`config.mk`:
```
export PLATFORM = sky130hd
export DESIGN_NAME = ext_bus_if
export DESIGN_NICKNAME = d
export VERILOG_FILES = /design/src/shared/ext_bus_pkg.sv /design/src/verilog/bus_state_seq.sv /design/src/verilog/ext_bus_if.sv
export VERILOG_INCLUDE_DIRS = /design/src /design/src/shared
export SDC_FILE = /design/constraint.sdc
export NUM_CORES = 1
export LEC_CHECK = 0
export ABC_AREA = 1
export ABC_CLOCK_PERIOD_IN_PS = 2620
export BUFFER_PORTS_ARGS = -buffer_cell sky130_fd_sc_hd__clkbuf_2
export CAP_MARGIN = 10
export CORE_MARGIN = 2
export CORE_UTILIZATION = 48
export CTS_CLUSTER_DIAMETER = 80
export CTS_CLUSTER_SIZE = 25
export DETAILED_ROUTE_END_ITERATION = 10
export GPL_TIMING_DRIVEN = 0
export PLACE_DENSITY = 0.87
export SLEW_MARGIN = 20
export SYNTH_ARGS = -nofsm -noshare
export SYNTH_HDL_FRONTEND = slang
export SYNTH_SLANG_ARGS = --single-unit
```
`constraint.sdc`:
```
create_clock -name clk_i -period 2.62 [get_ports clk_i]
set_input_delay 0.262 -clock clk_i [delete_from_list [all_inputs] [get_ports clk_i]]
set_output_delay 0.262 -clock clk_i [all_outputs]
set_load 0.01 [all_outputs]
```
`src/shared/ext_bus_defines.svh`:
```
`ifndef EXT_BUS_DEFINES_SVH
`define EXT_BUS_DEFINES_SVH

// ============================================================
// Register word indices (byte address = 4 * index)
`define AREA_WIDTH_CONFIG_IDX       6'h00
`define AREA_STATE_COUNT_CONFIG_IDX 6'h01
`define WAIT_COUNT_CONFIG_HIGH_IDX  6'h02
`define WAIT_COUNT_CONFIG_LOW_IDX   6'h03
`define BUS_CONTROL_LOW_IDX         6'h04
`define ENGINE_STATUS_IDX           6'h05

// ============================================================
// Power-on reset values
`define AREA_WIDTH_CONFIG_RST       8'hFF
`define AREA_STATE_COUNT_CONFIG_RST 8'hFF
`define WAIT_COUNT_CONFIG_HIGH_RST  8'hFF
`define WAIT_COUNT_CONFIG_LOW_RST   8'hFF
`define BUS_CONTROL_LOW_RST         8'h00

// ============================================================
// Field positions
`define WAIT_PIN_ENABLE_BIT 0
`define STATUS_BUSY_BIT     0
`define AREA_SEL_MSB        23
`define AREA_SEL_LSB        21

`endif

```
`src/shared/ext_bus_pkg.sv`:
```
package ext_bus_pkg;

	// ============================================================
	// Bus cycle states, one clock period each
	typedef enum logic [2:0] {
		PH_IDLE = 3'b000,
		PH_T1   = 3'b001,
		PH_T2   = 3'b010,
		PH_TW   = 3'b011,
		PH_T3   = 3'b100
	} phase_t;

	// ============================================================
	// Access sizes of the internal master
	typedef enum logic [1:0] {
		SZ_BYTE = 2'b00,
		SZ_WORD = 2'b01,
		SZ_LONG = 2'b10
	} size_t;

	// ============================================================
	// Transfer engine
	typedef enum logic [1:0] {
		EN_IDLE = 2'b00,
		EN_EXT  = 2'b01,
		EN_PER  = 2'b10,
		EN_DONE = 2'b11
	} eng_t;

endpackage

```
`src/verilog/bus_state_seq.sv`:
```
`timescale 1ns/1ps
`default_nettype none

module bus_state_seq
	import ext_bus_pkg::*;
(
	// Clock and reset
	input  wire logic       clk_i,
	input  wire logic       rst_i,
	// Cycle control
	input  wire logic       start_i,
	input  wire logic       three_state_i,
	input  wire logic [1:0] prog_waits_i,
	input  wire logic       pin_wait_en_i,
	input  wire logic       wait_n_i,
	// State
	output phase_t          phase_o,
	output phase_t          next_phase_o,
	output logic            last_o
);

	logic [1:0] wait_cnt;
	logic [1:0] next_wait_cnt;

	// ============================================================
	// Next state
	always_comb begin
		next_phase_o  = phase_o;
		next_wait_cnt = wait_cnt;
		unique case (phase_o)
			PH_IDLE: begin
				if (start_i) begin
					next_phase_o = PH_T1;
				end
			end
			PH_T1: begin
				next_phase_o  = PH_T2;
				next_wait_cnt = three_state_i ? prog_waits_i : 2'h0;
			end
			PH_T2, PH_TW: begin
				if (!three_state_i) begin
					next_phase_o = start_i ? PH_T1 : PH_IDLE;
				end else if (wait_cnt != 2'h0) begin
					next_phase_o  = PH_TW;
					next_wait_cnt = wait_cnt - 2'h1;
				end else if (pin_wait_en_i && !wait_n_i) begin
					next_phase_o = PH_TW;
				end else begin
					next_phase_o = PH_T3;
				end
			end
			PH_T3: begin
				next_phase_o = start_i ? PH_T1 : PH_IDLE;
			end
			default: begin
				next_phase_o = PH_IDLE;
			end
		endcase
	end

	// Last state of a cycle: T2 of two-state, T3 of three-state
	assign last_o = (phase_o == PH_T2 && !three_state_i) ||
		(phase_o == PH_T3);

	// ============================================================
	// State registers
	always_ff @(posedge clk_i) begin
		if (rst_i) begin
			phase_o  <= PH_IDLE;
			wait_cnt <= 2'h0;
		end else begin
			phase_o  <= next_phase_o;
			wait_cnt <= next_wait_cnt;
		end
	end

endmodule // bus_state_seq

`default_nettype wire

```
`src/verilog/ext_bus_if.sv`:
```
// Operation
// Peripheral register access: two states, 8/16 bit
// External access: 8/16 bit, two/three states
// Waits only in three-state areas
// 8-bit space: upper lane, byte per cycle
// 16-bit space: longword becomes two words
// 16-bit byte: even upper, odd lower lane
// One read strobe for any lane
// High/low write strobes follow written lanes
// Unused lane ignored on read, undriven on write
// 8-bit area keeps low write strobe high
// External cycles stretch by program or pin waits
// Zero to three program waits per area
// Per-area width, state and wait bits
// Pin waits follow program waits when enabled
// Power-on defaults; manual reset keeps settings
// One clock period is one state
// States T1, T2, waits, then T3
//
// The Wishbone register port and the register addresses were left to the implementer.
`timescale 1ns/1ps
`default_nettype none
`include "ext_bus_defines.svh"

module ext_bus_if
	import ext_bus_pkg::*;
(
	// Clock and resets
	input  wire logic        clk_i,
	input  wire logic        rst_i,
	input  wire logic        manual_rst_i,
	// Wishbone slave
	input  wire logic [7:0]  wb_adr_i,
	input  wire logic [31:0] wb_dat_i,
	input  wire logic [3:0]  wb_sel_i,
	input  wire logic        wb_we_i,
	input  wire logic        wb_cyc_i,
	input  wire logic        wb_stb_i,
	output logic             wb_ack_o,
	output logic [31:0]      wb_dat_o,
	// Internal master request
	input  wire logic        req_i,
	input  wire logic        req_periph_i,
	input  wire logic        req_we_i,
	input  wire logic [1:0]  req_size_i,
	input  wire logic [23:0] req_addr_i,
	input  wire logic [31:0] req_wdata_i,
	output logic             done_o,
	output logic [31:0]      rdata_o,
	// On-chip peripheral port
	input  wire logic [15:0] per_rdata_i,
	input  wire logic        per_wide_i,
	output logic             per_stb_o,
	output logic             per_we_o,
	output logic [23:0]      per_addr_o,
	output logic [15:0]      per_wdata_o,
	// External memory pins
	output logic [23:0]      addr_o,
	input  wire logic [15:0] data_i,
	output logic [15:0]      data_o,
	output logic             data_oe_hi_o,
	output logic             data_oe_lo_o,
	output logic             rd_n_o,
	output logic             high_write_strobe_n_o,
	output logic             low_write_strobe_n_o,
	input  wire logic        wait_n_i
);

	// ============================================================
	// Configuration registers
	logic [7:0] area_width_config;
	logic [7:0] area_state_count_config;
	logic [7:0] wait_count_config_high;
	logic [7:0] wait_count_config_low;
	logic [7:0] bus_control_low;
	logic       wait_pin_enable;

	// Transfer state
	eng_t        eng;
	logic        eng_rst;
	logic        cur_we;
	logic        cur_8bit;
	logic        cur_three;
	logic [1:0]  cur_waits;
	logic        cur_byte;
	logic [23:0] cur_addr;
	logic [31:0] cur_wdata;
	logic [1:0]  last_idx;
	logic [1:0]  idx;
	logic [31:0] rd_acc;

	// Sequencer
	phase_t seq_phase;
	phase_t seq_next;
	logic   seq_last;
	logic   seq_start;
	logic   seq_three;
	logic   accept;
	logic   final_cycle;

	// Request decode
	logic [2:0]  req_area;
	logic [15:0] wait_all;
	logic        req_8bit;
	size_t       req_size;
	logic [1:0]  req_last_idx;

	// Per-cycle pin values
	logic        lane_hi;
	logic        lane_lo;
	logic [1:0]  cyc_idx;
	logic [1:0]  cyc_diff;
	logic [4:0]  wr_shift;
	logic [31:0] wr_word;
	logic [23:0] cyc_addr;
	logic [15:0] cyc_data;
	logic        ext_active;
	logic        wr_phase;

	assign eng_rst         = rst_i || manual_rst_i;
	assign wait_pin_enable = bus_control_low[`WAIT_PIN_ENABLE_BIT];

	// ============================================================
	// Wishbone register access
	logic       wb_hit;
	logic [5:0] wb_idx;

	assign wb_hit = wb_cyc_i && wb_stb_i && !wb_ack_o;
	assign wb_idx = wb_adr_i[7:2];

	always_ff @(posedge clk_i) begin
		if (rst_i) begin
			wb_ack_o <= 1'b0;
		end else begin
			wb_ack_o <= wb_hit;
		end
	end

	always_ff @(posedge clk_i) begin
		if (rst_i) begin
			wb_dat_o <= 32'h0;
		end else if (wb_hit && !wb_we_i) begin
			unique case (wb_idx)
				`AREA_WIDTH_CONFIG_IDX:
					wb_dat_o <= {24'h0, area_width_config};
				`AREA_STATE_COUNT_CONFIG_IDX:
					wb_dat_o <= {24'h0, area_state_count_config};
				`WAIT_COUNT_CONFIG_HIGH_IDX:
					wb_dat_o <= {24'h0, wait_count_config_high};
				`WAIT_COUNT_CONFIG_LOW_IDX:
					wb_dat_o <= {24'h0, wait_count_config_low};
				`BUS_CONTROL_LOW_IDX:
					wb_dat_o <= {24'h0, bus_control_low};
				`ENGINE_STATUS_IDX:
					wb_dat_o <= {30'h0, eng};
				default:
					wb_dat_o <= 32'h0;
			endcase
		end
	end

	// Only the power-on reset clears the settings
	always_ff @(posedge clk_i) begin
		if (rst_i) begin
			area_width_config       <= `AREA_WIDTH_CONFIG_RST;
			area_state_count_config <= `AREA_STATE_COUNT_CONFIG_RST;
			wait_count_config_high  <= `WAIT_COUNT_CONFIG_HIGH_RST;
			wait_count_config_low   <= `WAIT_COUNT_CONFIG_LOW_RST;
			bus_control_low         <= `BUS_CONTROL_LOW_RST;
		end else if (wb_ack_o && wb_cyc_i && wb_stb_i && wb_we_i &&
			wb_sel_i[0]) begin
			unique case (wb_idx)
				`AREA_WIDTH_CONFIG_IDX:
					area_width_config <= wb_dat_i[7:0];
				`AREA_STATE_COUNT_CONFIG_IDX:
					area_state_count_config <= wb_dat_i[7:0];
				`WAIT_COUNT_CONFIG_HIGH_IDX:
					wait_count_config_high <= wb_dat_i[7:0];
				`WAIT_COUNT_CONFIG_LOW_IDX:
					wait_count_config_low <= wb_dat_i[7:0];
				`BUS_CONTROL_LOW_IDX:
					bus_control_low <= wb_dat_i[7:0];
				default: begin
				end
			endcase
		end
	end

	// ============================================================
	// Area decode of a new request
	assign req_area = req_addr_i[`AREA_SEL_MSB:`AREA_SEL_LSB];
	assign wait_all = {wait_count_config_high, wait_count_config_low};
	assign req_8bit = area_width_config[req_area];
	assign req_size = size_t'(req_size_i);

	always_comb begin
		unique case (req_size)
			SZ_BYTE: req_last_idx = 2'h0;
			SZ_WORD: req_last_idx = req_8bit ? 2'h1 : 2'h0;
			default: req_last_idx = req_8bit ? 2'h3 : 2'h1;
		endcase
	end

	// ============================================================
	// Transfer engine
	assign accept      = (eng == EN_IDLE) && req_i && !done_o;
	assign final_cycle = seq_last && (idx == last_idx);
	// First T1 follows acceptance, once the request is latched
	assign seq_start   = ((eng == EN_EXT || eng == EN_PER) &&
		(seq_phase == PH_IDLE)) || (seq_last && (idx != last_idx));
	assign seq_three   = (eng == EN_EXT) && cur_three;

	always_ff @(posedge clk_i) begin
		if (eng_rst) begin
			eng <= EN_IDLE;
		end else begin
			unique case (eng)
				EN_IDLE: begin
					if (accept) begin
						eng <= req_periph_i ? EN_PER : EN_EXT;
					end
				end
				EN_EXT, EN_PER: begin
					if (final_cycle) begin
						eng <= EN_DONE;
					end
				end
				EN_DONE: begin
					eng <= EN_IDLE;
				end
			endcase
		end
	end

	always_ff @(posedge clk_i) begin
		if (eng_rst) begin
			cur_we    <= 1'b0;
			cur_8bit  <= 1'b0;
			cur_three <= 1'b0;
			cur_waits <= 2'h0;
			cur_byte  <= 1'b0;
			cur_addr  <= 24'h0;
			cur_wdata <= 32'h0;
			last_idx  <= 2'h0;
		end else if (accept) begin
			cur_we    <= req_we_i;
			cur_8bit  <= req_8bit;
			cur_three <= area_state_count_config[req_area];
			cur_waits <= wait_all[{req_area, 1'b0} +: 2];
			cur_byte  <= (req_size == SZ_BYTE);
			cur_addr  <= req_addr_i;
			cur_wdata <= req_wdata_i;
			last_idx  <= req_periph_i ? 2'h0 : req_last_idx;
		end
	end

	always_ff @(posedge clk_i) begin
		if (eng_rst || accept) begin
			idx <= 2'h0;
		end else if (seq_last && !final_cycle) begin
			idx <= idx + 2'h1;
		end
	end

	bus_state_seq u_seq (
		.clk_i         (clk_i),
		.rst_i         (eng_rst),
		.start_i       (seq_start),
		.three_state_i (seq_three),
		.prog_waits_i  (cur_waits),
		.pin_wait_en_i (wait_pin_enable),
		.wait_n_i      (wait_n_i),
		.phase_o       (seq_phase),
		.next_phase_o  (seq_next),
		.last_o        (seq_last)
	);

	// ============================================================
	// Lane and data alignment of the coming cycle
	assign lane_hi = cur_8bit || !cur_byte || !cur_addr[0];
	assign lane_lo = !cur_8bit && (!cur_byte || cur_addr[0]);
	assign cyc_idx  = seq_last ? idx + 2'h1 : idx;
	assign cyc_diff = last_idx - cyc_idx;
	assign wr_shift = cur_8bit ? {cyc_diff, 3'b000} : {cyc_diff[0], 4'b0000};
	assign wr_word = cur_wdata >> wr_shift;

	always_comb begin
		if (cur_8bit) begin
			cyc_addr = cur_addr + {22'h0, cyc_idx};
			cyc_data = {wr_word[7:0], 8'h00};
		end else if (cur_byte) begin
			cyc_addr = cur_addr;
			cyc_data = {cur_wdata[7:0], cur_wdata[7:0]};
		end else begin
			cyc_addr = cur_addr + {21'h0, cyc_idx, 1'b0};
			cyc_data = wr_word[15:0];
		end
	end

	assign ext_active = (eng == EN_EXT) && (seq_next != PH_IDLE);
	assign wr_phase   = ext_active && cur_we && (seq_next != PH_T1);

	// ============================================================
	// External pins
	always_ff @(posedge clk_i) begin
		if (eng_rst) begin
			addr_o <= 24'h0;
			data_o <= 16'h0;
		end else if ((eng == EN_EXT) && (seq_next == PH_T1)) begin
			addr_o <= cyc_addr;
			data_o <= cyc_data;
		end
	end

	always_ff @(posedge clk_i) begin
		if (eng_rst) begin
			rd_n_o                <= 1'b1;
			high_write_strobe_n_o <= 1'b1;
			low_write_strobe_n_o  <= 1'b1;
			data_oe_hi_o          <= 1'b0;
			data_oe_lo_o          <= 1'b0;
		end else begin
			rd_n_o <= !(ext_active && !cur_we);
			high_write_strobe_n_o <= !(wr_phase && lane_hi);
			low_write_strobe_n_o  <= !(wr_phase && lane_lo);
			data_oe_hi_o <= ext_active && cur_we && lane_hi;
			data_oe_lo_o <= ext_active && cur_we && lane_lo;
		end
	end

	// ============================================================
	// Peripheral port: one two-state cycle
	always_ff @(posedge clk_i) begin
		if (eng_rst) begin
			per_stb_o   <= 1'b0;
			per_we_o    <= 1'b0;
			per_addr_o  <= 24'h0;
			per_wdata_o <= 16'h0;
		end else begin
			per_stb_o   <= (eng == EN_PER) && (seq_next != PH_IDLE);
			per_we_o    <= (eng == EN_PER) && cur_we;
			per_addr_o  <= cur_addr;
			per_wdata_o <= cur_wdata[15:0];
		end
	end

	// ============================================================
	// Read data gathering, unused lane dropped
	always_ff @(posedge clk_i) begin
		if (eng_rst || accept) begin
			rd_acc <= 32'h0;
		end else if (seq_last && !cur_we) begin
			if (eng == EN_PER) begin
				rd_acc <= per_wide_i ? {16'h0, per_rdata_i} :
					{24'h0, per_rdata_i[7:0]};
			end else if (cur_8bit) begin
				rd_acc <= {rd_acc[23:0], data_i[15:8]};
			end else if (cur_byte) begin
				rd_acc <= {24'h0,
					cur_addr[0] ? data_i[7:0] : data_i[15:8]};
			end else begin
				rd_acc <= {rd_acc[15:0], data_i};
			end
		end
	end

	always_ff @(posedge clk_i) begin
		if (eng_rst) begin
			done_o  <= 1'b0;
			rdata_o <= 32'h0;
		end else begin
			done_o <= (eng == EN_DONE);
			if (eng == EN_DONE) begin
				rdata_o <= cur_we ? 32'h0 : rd_acc;
			end
		end
	end

endmodule // ext_bus_if

`default_nettype wire
```
* Yosys cells after proc, flatten, opt, wreduce, memory -nomap -nowiden
Index checks and enable logic that the tools add are counted.
** Cells by class
- Add/subtract/negate cells :: 5
- Reductions and logical operators :: 66
- Order comparisons :: 1
- Shift operators :: 2
- Mux-type cells :: 35
- Equal/unequal tests :: 21
** Operator list (count)
- 2-to-1 mux 32 bit :: 4
- 2-to-1 mux 16 bit :: 3
- 2-to-1 mux 24 bit :: 2
- one-hot mux 8 bit (6 select lines) :: 1
- >> shifter 32 x 5 -> 16 bit :: 1
- logical AND 1 bit :: 29
- adder 24 x 2 -> 24 bit :: 1
- adder 24 x 3 -> 24 bit :: 1
- 2-to-1 mux 2 bit :: 9
- indexed part select 16 x 5 -> 2 bit :: 1
- logical NOT 1 bit :: 13
- == test 6 x 2 -> 1 bit, second input constant :: 2
- == test 6 x 3 -> 1 bit, second input constant :: 2
- 2-to-1 mux 3 bit :: 4
- one-hot mux 3 bit (4 select lines) :: 1
- AND reduction 2 bit :: 6
- logical OR 1 bit :: 8
- 2-to-1 mux 8 bit :: 1
- one-hot mux 2 bit (2 select lines) :: 2
- binary-select mux 1 bit (select 3 bit) :: 2
- == test 3 x 1 -> 1 bit, second input constant :: 2
- == test 3 x 2 -> 1 bit, second input constant :: 2
- == test 6 x 1 -> 1 bit, second input constant :: 1
- logical NOT 6 bit :: 1
- other kinds (21) :: 31
** Storage, ports and cells
- Flip-flop bits (word level) :: 298
- Word-level logic and storage cells :: 163
- Output and inout port bits :: 153

* Longest topological paths before layout
Gate-level depths: netlist of run 1.
- Depth in word-level cells :: 16
- Gate-level depth with buffers :: 19
- Depth with buffers taken out :: 18

* Hierarchy
From an unflattened synthesis of run 1, not the netlist that was laid out.
** Unflattened totals
- Cell total of the unflattened synthesis :: 1664
- Area, all modules :: 12340.6 µm²
** By module, submodules not included
- ext_bus_if :: area an instance 12025.3 µm², times used 1, cells an instance 1612, seq. area each 5385.2 µm²
- bus_state_seq :: area an instance 315.3 µm², times used 1, cells an instance 52, seq. area each 100.1 µm²

* Least setup slack after synthesis of run 1
No wires, ideal clock.
- Path type :: register to register
- From :: register eng[1]
- To :: register addr_o[18]
- Period minus slack after synthesis :: 2.814 ns
- Data required time :: 2.500 ns
- Path buffers :: 0
- Cell stages (with the launch flop) :: 19
- Setup time :: 0.120 ns
- Data arrival time :: 2.694 ns
- Slack :: -0.194 ns
- Cells stage by stage :: dfxtp_1 inv_1 ha_1 nand2_2 nand3_2 nand2_2 xor2_1 ha_1 inv_1 fa_1 inv_1 nand3_1 nor2_1 nor2_1 nor3_1 nand2_1 nor2_1 xor2_1 a21oi_1
** On the way
- Word-level cells in the longest chain between the ends :: 12
- Elaborated cells between the ends (all ways) :: 21
- Classes of those cells :: 2 x add/sub; 3 x eq/ne; 7 x mux; 9 x reduce/logical
** Ends and longest elaborated chain
- start, declared :: line ext_bus_if.sv:79 : eng_t eng;
- start signal, assigned :: line ext_bus_if.sv:220 : eng <= req_periph_i ? EN_PER : EN_EXT;
- parallel branches: the longest is 12 deep, another holds adder 24 x 3 -> 24 bit
- end signal, assigned :: line ext_bus_if.sv:310 : addr_o <= cyc_addr;
- end, declared :: line ext_bus_if.sv:58 : output logic [23:0] addr_o,
Parallel ways; which one is timed is not known.
A chain may end at the register's enable or synchronous reset.

* Worst setup path after layout of run 1
- From :: register eng[1]
- To :: register addr_o[5]
Same word-level chain as after synthesis.

==> metrics.txt, run 1 <==
Syn Inst Count 1,682; Site Rows 58; Initial Util 48.5%; Period Utilization, post-route 108%; headroom to the max-slew limit 36.2%; overall routing resource usage 29.1%; via count 12,779; Final min period 2830 ps; first-pass GRT wire length 61,800 µm; clk slew on worst S/H paths 100 ps; DP HPWL 29,300 µm; setup_tns -2590 ps; Ports 298; Clk Latency, worst-skew pair 510 ps; leading area contributor after synthesis dfxtp_1; cell area after layout 15,400 µm²; crit path kind flip-flop to flip-flop; Routed WL per cell 17.1 µm; CTS tree done; initial antenna violation count 0; CTS Buffer Depth 3; I/O Buffers 243; Core Region 25,000 µm²; FMAX 0.354 GHz; Slew @ Worst Pin 958 ps; DRC violations left 0; Max FO, Critical Path 3; 1st-pass router iterations 6; Root Driver clkbuf_16; final worst slack -205 ps; Max rail drop VDD 530 µV; H-tree depth 1; Horiz. Die Dim 163 µm; clk_skew 19.3 ps; critical path required time 3050 ps; PwrDens 518 nW/µm²; top cells by area, synth dfxtp_1 (45%), nand2_1 (13%), o21ai_0 (7.1%), a21oi_1 (6.6%), nand3_1 (5.4%); commonest non-fill, non-tap cell in the layout nand2_1; post-synthesis area per instance 7.22 µm²; clock buffer count from CTS 15; Most Used Layer, Global Route met2; largest net degree at the start of global routing 26; fillers 2,223; Place WS -388 ps; share of the synthesized area in the top cell type 45.2%; full die area 26,600 µm²; Worst path max stage delay 380 ps; dpl cell area 13,900 µm²; commonest cells after routing, fill and taps aside nand2_1 (407), dfxtp_1 (272), clkbuf_2 (248); final-report max-slew violation count 0; Post-Syn Area 12,100 µm²; sequential share of the synthesized area 45.2%; worst path cell trace inv_4 > ha_4 > nand2_4 > nand3_4 > nand2_4 > xor2_4 > buf_6 > ha_4 > inv_2 > fa_2 > o22ai_4 > nand2_4 > buf_4 > buf_6 > xor2_1 > a21oi_1; # diodes 0; violated checks negative setup slack; most used cell, CP nand2_4; met1 Resource Use GR 39.1%; Die Ht 163 µm; Yosys cell types 45; P_leak 6.56 nW; RSZ-0062 raised after global routing yes; met3 usage 3.10%; layout cells sized above 1 20.8%; CP arrival 3260 ps; DR iter-0 viols 1,190; number of synthesized register bits 274; maxcap violations 0; Final Util 61.5%; status complete, but fails checks; Post-Route WL 40,700 µm; nets 2,200; startpoint type of the worst setup path flip-flop; clock sinks 274; ys flop type dfxtp_1; Vias/cell 5.37; Async SR Flop Fraction 0%; Hold Crit Class primary input to flip-flop; Layout area overhead 26.7%; warnings from Yosys 0; GR Overflow Total 0; routability cong. 0.954; crit path capture type flip-flop; Post-synth EDFFs 0; grt met2 use 48.3%; Crit-path slowest cell dfxtp_2; remaining antenna violation count 0; Final Hold Viols 0; final setup vio count 35; hold slack 18.9 ps; vias in the first global route 11,936
## metrics by stage
| step | cells | power, mW |
|---|---|---|
| finish | 2378 | 7.97 |
| detailed placement | 2278 | 5.30 |
| global placement | 2278 | 5.29 |
| floorplan | 1705 | 4.94 |
| global route | 2378 | 8.25 |
| CTS | 2368 | 7.95 |
## layer usage
| layer | part of all wire (%) | vias to the layer above |
|---|---|---|
| met5 | 0 | - |
| met4 | 3.9 | 0 |
| met3 | 6.3 | 119 |
| met2 | 46 | 574 |
| met1 | 44 | 5927 |
| li1 | - | 6159 |
## kinds of logic after synthesis
logic type                 Yosys count  share of synthesized area [%]
AOI/OAI and AO/OA                  396                           17.6
xor gates and xnor gates            24                           1.73
adders and majority gates           12                           1.36
buffers and inverters              287                           10.1
DFF                                274                           45.2
other                                1                         0.0309
and+or+nand+nor                    688                           24.0
## timing repair
action / 4_1_cts / 5_1_grt
pin swaps: 17 / 23
hold endpoints to repair: 55 / 0
hold buffers: 56 / 0
setup buffers: 12 / 10
gates resized for setup: 37 / 68
setup endpoints to repair: 59 / 73
## worst max-delay path: cells and delay by family (launching register included)
| kind | cells | cell delay (ps) |
|---|---|---|
| flip-flops | 1 | 380 |
| XOR/XNOR | 2 | 360 |
| AND/OR/NAND/NOR | 4 | 400 |
| buffers and inverters | 5 | 460 |
| AO/OA/AOI/OAI | 2 | 460 |
| adder cells (fa/ha/maj) | 3 | 670 |
## layout make-up
| cell class | instances | area [µm²] | area share, % |
|---|---|---|---|
| Tap cell | 330 | 413 | 2.68 |
| Sequential cell | 274 | 5490 | 35.7 |
| Multi-Input combinational cell | 1144 | 5800 | 37.7 |
| Clock buffer | 17 | 393 | 2.55 |
| Timing Repair Buffer | 321 | 1960 | 12.8 |
| Clock inverter | 5 | 63.8 | 0.415 |
| Buffer | 115 | 609 | 3.96 |
| Inverter | 172 | 651 | 4.23 |
## cell usage after synthesis (3+ instances only)
cell type,n
nand2_1,412
dfxtp_1,274
o21ai_0,172
inv_1,162
a21oi_1,159
nand3_1,130
nor2_1,94
clkbuf_1,59
buf_4,28
xor2_1,22
buf_2,21
o211ai_1,14
nor3_1,13
a22oi_1,11
nand4_1,11
o22ai_1,11
a31oi_1,10
ha_1,10
inv_2,7
nand3_2,7
a211oi_1,6
buf_1,5
nand2_2,5
nor2_4,5
nor2_2,4
o2111ai_1,3
o221ai_1,3
## report_power, final
group / internal (mW) / total (mW) / switching, mW
Clock: 1.20 / 2.62 / 1.42
Combinational: 0.375 / 1.05 / 0.670
Sequential: 4.24 / 4.30 / 0.0649
## sequential cells by signal (all words and copies together) (netlist names), 3 cells and up
signal,cells
addr_o,24
area_state_count_config,8
area_width_config,8
bus_control_low,8
cur_addr,24
cur_wdata,32
data_o,16
per_addr_o,24
per_wdata_o,16
rd_acc,32
rdata_o,32
u_seq.phase_o,3
wait_count_config_high,8
wait_count_config_low,8
wb_dat_o,8
## worst paths after layout
check,start,to,slack [ps],cells after the start
setup / recovery,eng[1],addr_o[5],-210,16
hold / removal,wb_cyc_i,wb_ack_o,20,3
setup reg to reg,eng[1],addr_o[5],-210,16
hold reg to reg,bus_control_low[4],bus_control_low[4],460,2
No activity file was read; power rests on OpenSTA's default activity.
==> run 2, diff against run 1 <==
--- a/config.mk
+++ b/config.mk
@@ -11,12 +11,13 @@
 export BUFFER_PORTS_ARGS = -buffer_cell sky130_fd_sc_hd__clkbuf_2
 export CAP_MARGIN = 10
 export CORE_MARGIN = 2
-export CORE_UTILIZATION = 48
+export CORE_UTILIZATION = 50
+export CTS_BUF_LIST = sky130_fd_sc_hd__clkbuf_2
 export CTS_CLUSTER_DIAMETER = 80
-export CTS_CLUSTER_SIZE = 25
+export CTS_CLUSTER_SIZE = 10
 export DETAILED_ROUTE_END_ITERATION = 10
 export GPL_TIMING_DRIVEN = 0
-export PLACE_DENSITY = 0.87
+export PLACE_DENSITY = 0.89
 export SLEW_MARGIN = 20
 export SYNTH_ARGS = -nofsm -noshare
 export SYNTH_HDL_FRONTEND = slang
==> run 2 against run 1 <==
Effect of this change:
- the flow still finishes with violations (negative setup slack)
- die area is 3.9% lower
- sequential share of layout area is 1.2 points lower
- register-to-register slack worse by 40 ps
- non-clock buffer count is 79 higher
- largest power group unchanged
==> metrics.txt, run 2 (synthesis results as in run 1) <==
headroom to the max-slew limit 41.3% (+5.2 points); largest net degree at the start of global routing 15 (-42%); Period Utilization, post-route 109% (+1.4 points); Reg-to-Reg End addr_o[19]; Max FO, Critical Path 4 (+1); CTS Buffer Depth 3 (unchanged); DP HPWL 29,300 µm (+0.12%); Place WS -459 ps (-71.6 ps); PwrDens 453 nW/µm² (-13%); Critical R2R Launch eng[0]; logic gate share of total power 16.2% (+3.1 points); Vias/cell 5.47 (+1.8%); GR Overflow Total 0 (unchanged); crit path kind flip-flop to flip-flop; layout cells sized above 1 21.2% (+0.40 points); worst r2r path cells 15 (-1); Int Pwr 5.03 mW (-14%); I/O Buffers 243 (unchanged); crit path capture type flip-flop; Core Region 24,100 µm² (-3.7%); startpoint type of the worst setup path flip-flop; clock sinks 274 (unchanged); Layout area overhead 31.1%; Slew @ Worst Pin 873 ps (-84.4 ps); via count 13,472 (+5.4%); fillers 2,119 (-4.7%); status complete, but fails checks; clk_skew 110 ps (+90.4 ps); clock buffer count from CTS 31 (+16); commonest cells after routing, fill and taps aside nand2_1 (403), clkbuf_2 (279), dfxtp_1 (270); Tot Pwr 7.21 mW (-9.6%); vias in the first global route 12,796 (+7.2%); commonest non-fill, non-tap cell in the layout nand2_1; Site Rows 57 (-1.7%); Root Driver clkbuf_2; first-pass GRT wire length 66,100 µm (+6.9%); Initial Util 50.4% (+1.9 points); FMAX 0.349 GHz (-1.3%); Final Hold Viols 0 (unchanged); Clk Latency, worst-skew pair 950 ps (+440 ps); final worst slack -242 ps (-36.5 ps); DR iter-0 viols 1,342 (+13%); hold slack 52.1 ps (+33.2 ps); Routed WL per cell 17.4 µm (+1.5%); non-filler cells, final 2,463 (+3.6%); FF-to-FF setup slack -240 ps (-40 ps); Post-Route WL 42,800 µm (+5.1%); initial antenna violation count 2 (+2); clock network power share 23.9% (-9.0 points); CTS tree done; NetSw 2.18 mW (+1.2%); maxcap violations 0 (unchanged); critical path required time 3460 ps (+410 ps); P_leak 6.75 nW (+3.0%); overall routing resource usage 31.7% (+2.6 points); Horiz. Die Dim 160 µm (-2.0%); clk slew on worst S/H paths 210 ps (+110 ps); final-report max-slew violation count 0 (unchanged); Final Util 66.0% (+4.6 points); Post-Place Cells 2,272 (-0.26%); final setup vio count 32 (-8.6%); DRC violations left 0 (unchanged); Ports 298 (unchanged); 1st-pass router iterations 8 (+2); Final min period 2860 ps (+36.5 ps); share of total power in sequential cells 59.9% (+5.9 points); CP arrival 3700 ps (+440 ps); Setup crit end addr_o[19]; violated checks negative setup slack; remaining antenna violation count 0 (unchanged); Crit. Startpoint eng[0]; switching share of power 30.3% (+3.2 points); Max rail drop VDD 355 µV (-33%); full die area 25,600 µm² (-3.9%); Die Ht 160 µm (-2.0%); H-tree depth 1 (unchanged); Hold Crit Class primary input to flip-flop; Largest regs cur_wdata x32, rd_acc x32, rdata_o x32; nets 2,295 (+4.3%); routability cong. 0.926 (-3.0%); RSZ-0062 raised after global routing yes
run 2: layout make-up:
| type | count | area (µm²) | area share, % |
|---|---|---|---|
| multi-input cells | 1144 | 5850 | 36.7 |
| flip-flops and latches | 274 | 5490 | 34.5 |
| diodes | 2 | 5.00 | 0.0314 |
| clock inverters | 1 | 8.76 | 0.0550 |
| well taps | 324 | 405 | 2.55 |
| repair buffers | 400 | 2740 | 17.2 |
| plain buffers | 115 | 614 | 3.86 |
| clock buffers | 31 | 155 | 0.974 |
| inverters | 172 | 651 | 4.09 |
run 2: worst min path at each step:
stage / endpoint / depth (start not counted) / slack (ps) / startpoint
global route: cur_wdata[25] / 4 / 7 / req_wdata_i[25]
global placement: rd_acc[31] / 2 / 450 / rd_acc[31]
detailed placement: rd_acc[26] / 2 / 460 / rd_acc[26]
finish: cur_we / 4 / 50 / req_we_i
floorplan: cur_addr[0] / 2 / 370 / req_addr_i[0]
CTS: cur_wdata[5] / 4 / 0.3 / req_wdata_i[5]
run 2: through the flow:
step	setup TNS, ps	instance area [µm²]
after detailed placement	-8510	13900
after CTS	-539	15600
after global placement	-6290	13900
after global routing	-6320	15900
final	-2880	15900
after floorplan	0	12300
run 2: power by group through the flow:
stage | Sequential [mW] | Combinational [mW] | Clock, mW
finish | 4.31 | 1.17 | 1.72
global placement | 4.39 | 0.892 | 0
detailed placement | 4.39 | 0.905 | 0
CTS | 4.31 | 1.09 | 1.76
global route | 4.32 | 1.27 | 1.92
floorplan | 4.38 | 0.561 | 0
run 2: timing repair:
action                     CTS  global route
hold buffers               133             0
setup endpoints to repair   38           101
resized for setup           37            88
hold endpoints to repair   169             0
pin swaps                   19            22
setup buffers               12            12
run 2: critical path, stage by stage (launching register included):
cell	delay, ps
dfxtp_2	390
ha_4	170
nand2_4	90
nand3_4	80
nand2_4	110
xor2_4	240
buf_6	140
ha_4	120
inv_2	40
fa_2	370
o22ai_4	240
nand2_2	130
nor2_4	200
nand3_2	110
xor2_1	150
a21oi_1	160
run 2: per-layer routing:
layer	share of wire, %	GRT usage [%]	up-vias	wire, µm
li1	-	-	6359	-
met1	40	40.7	6194	17300
met2	46	52.3	759	19800
met3	8.4	5.90	160	3590
met4	4.9	14.1	0	2110
met5	0	0	-	0
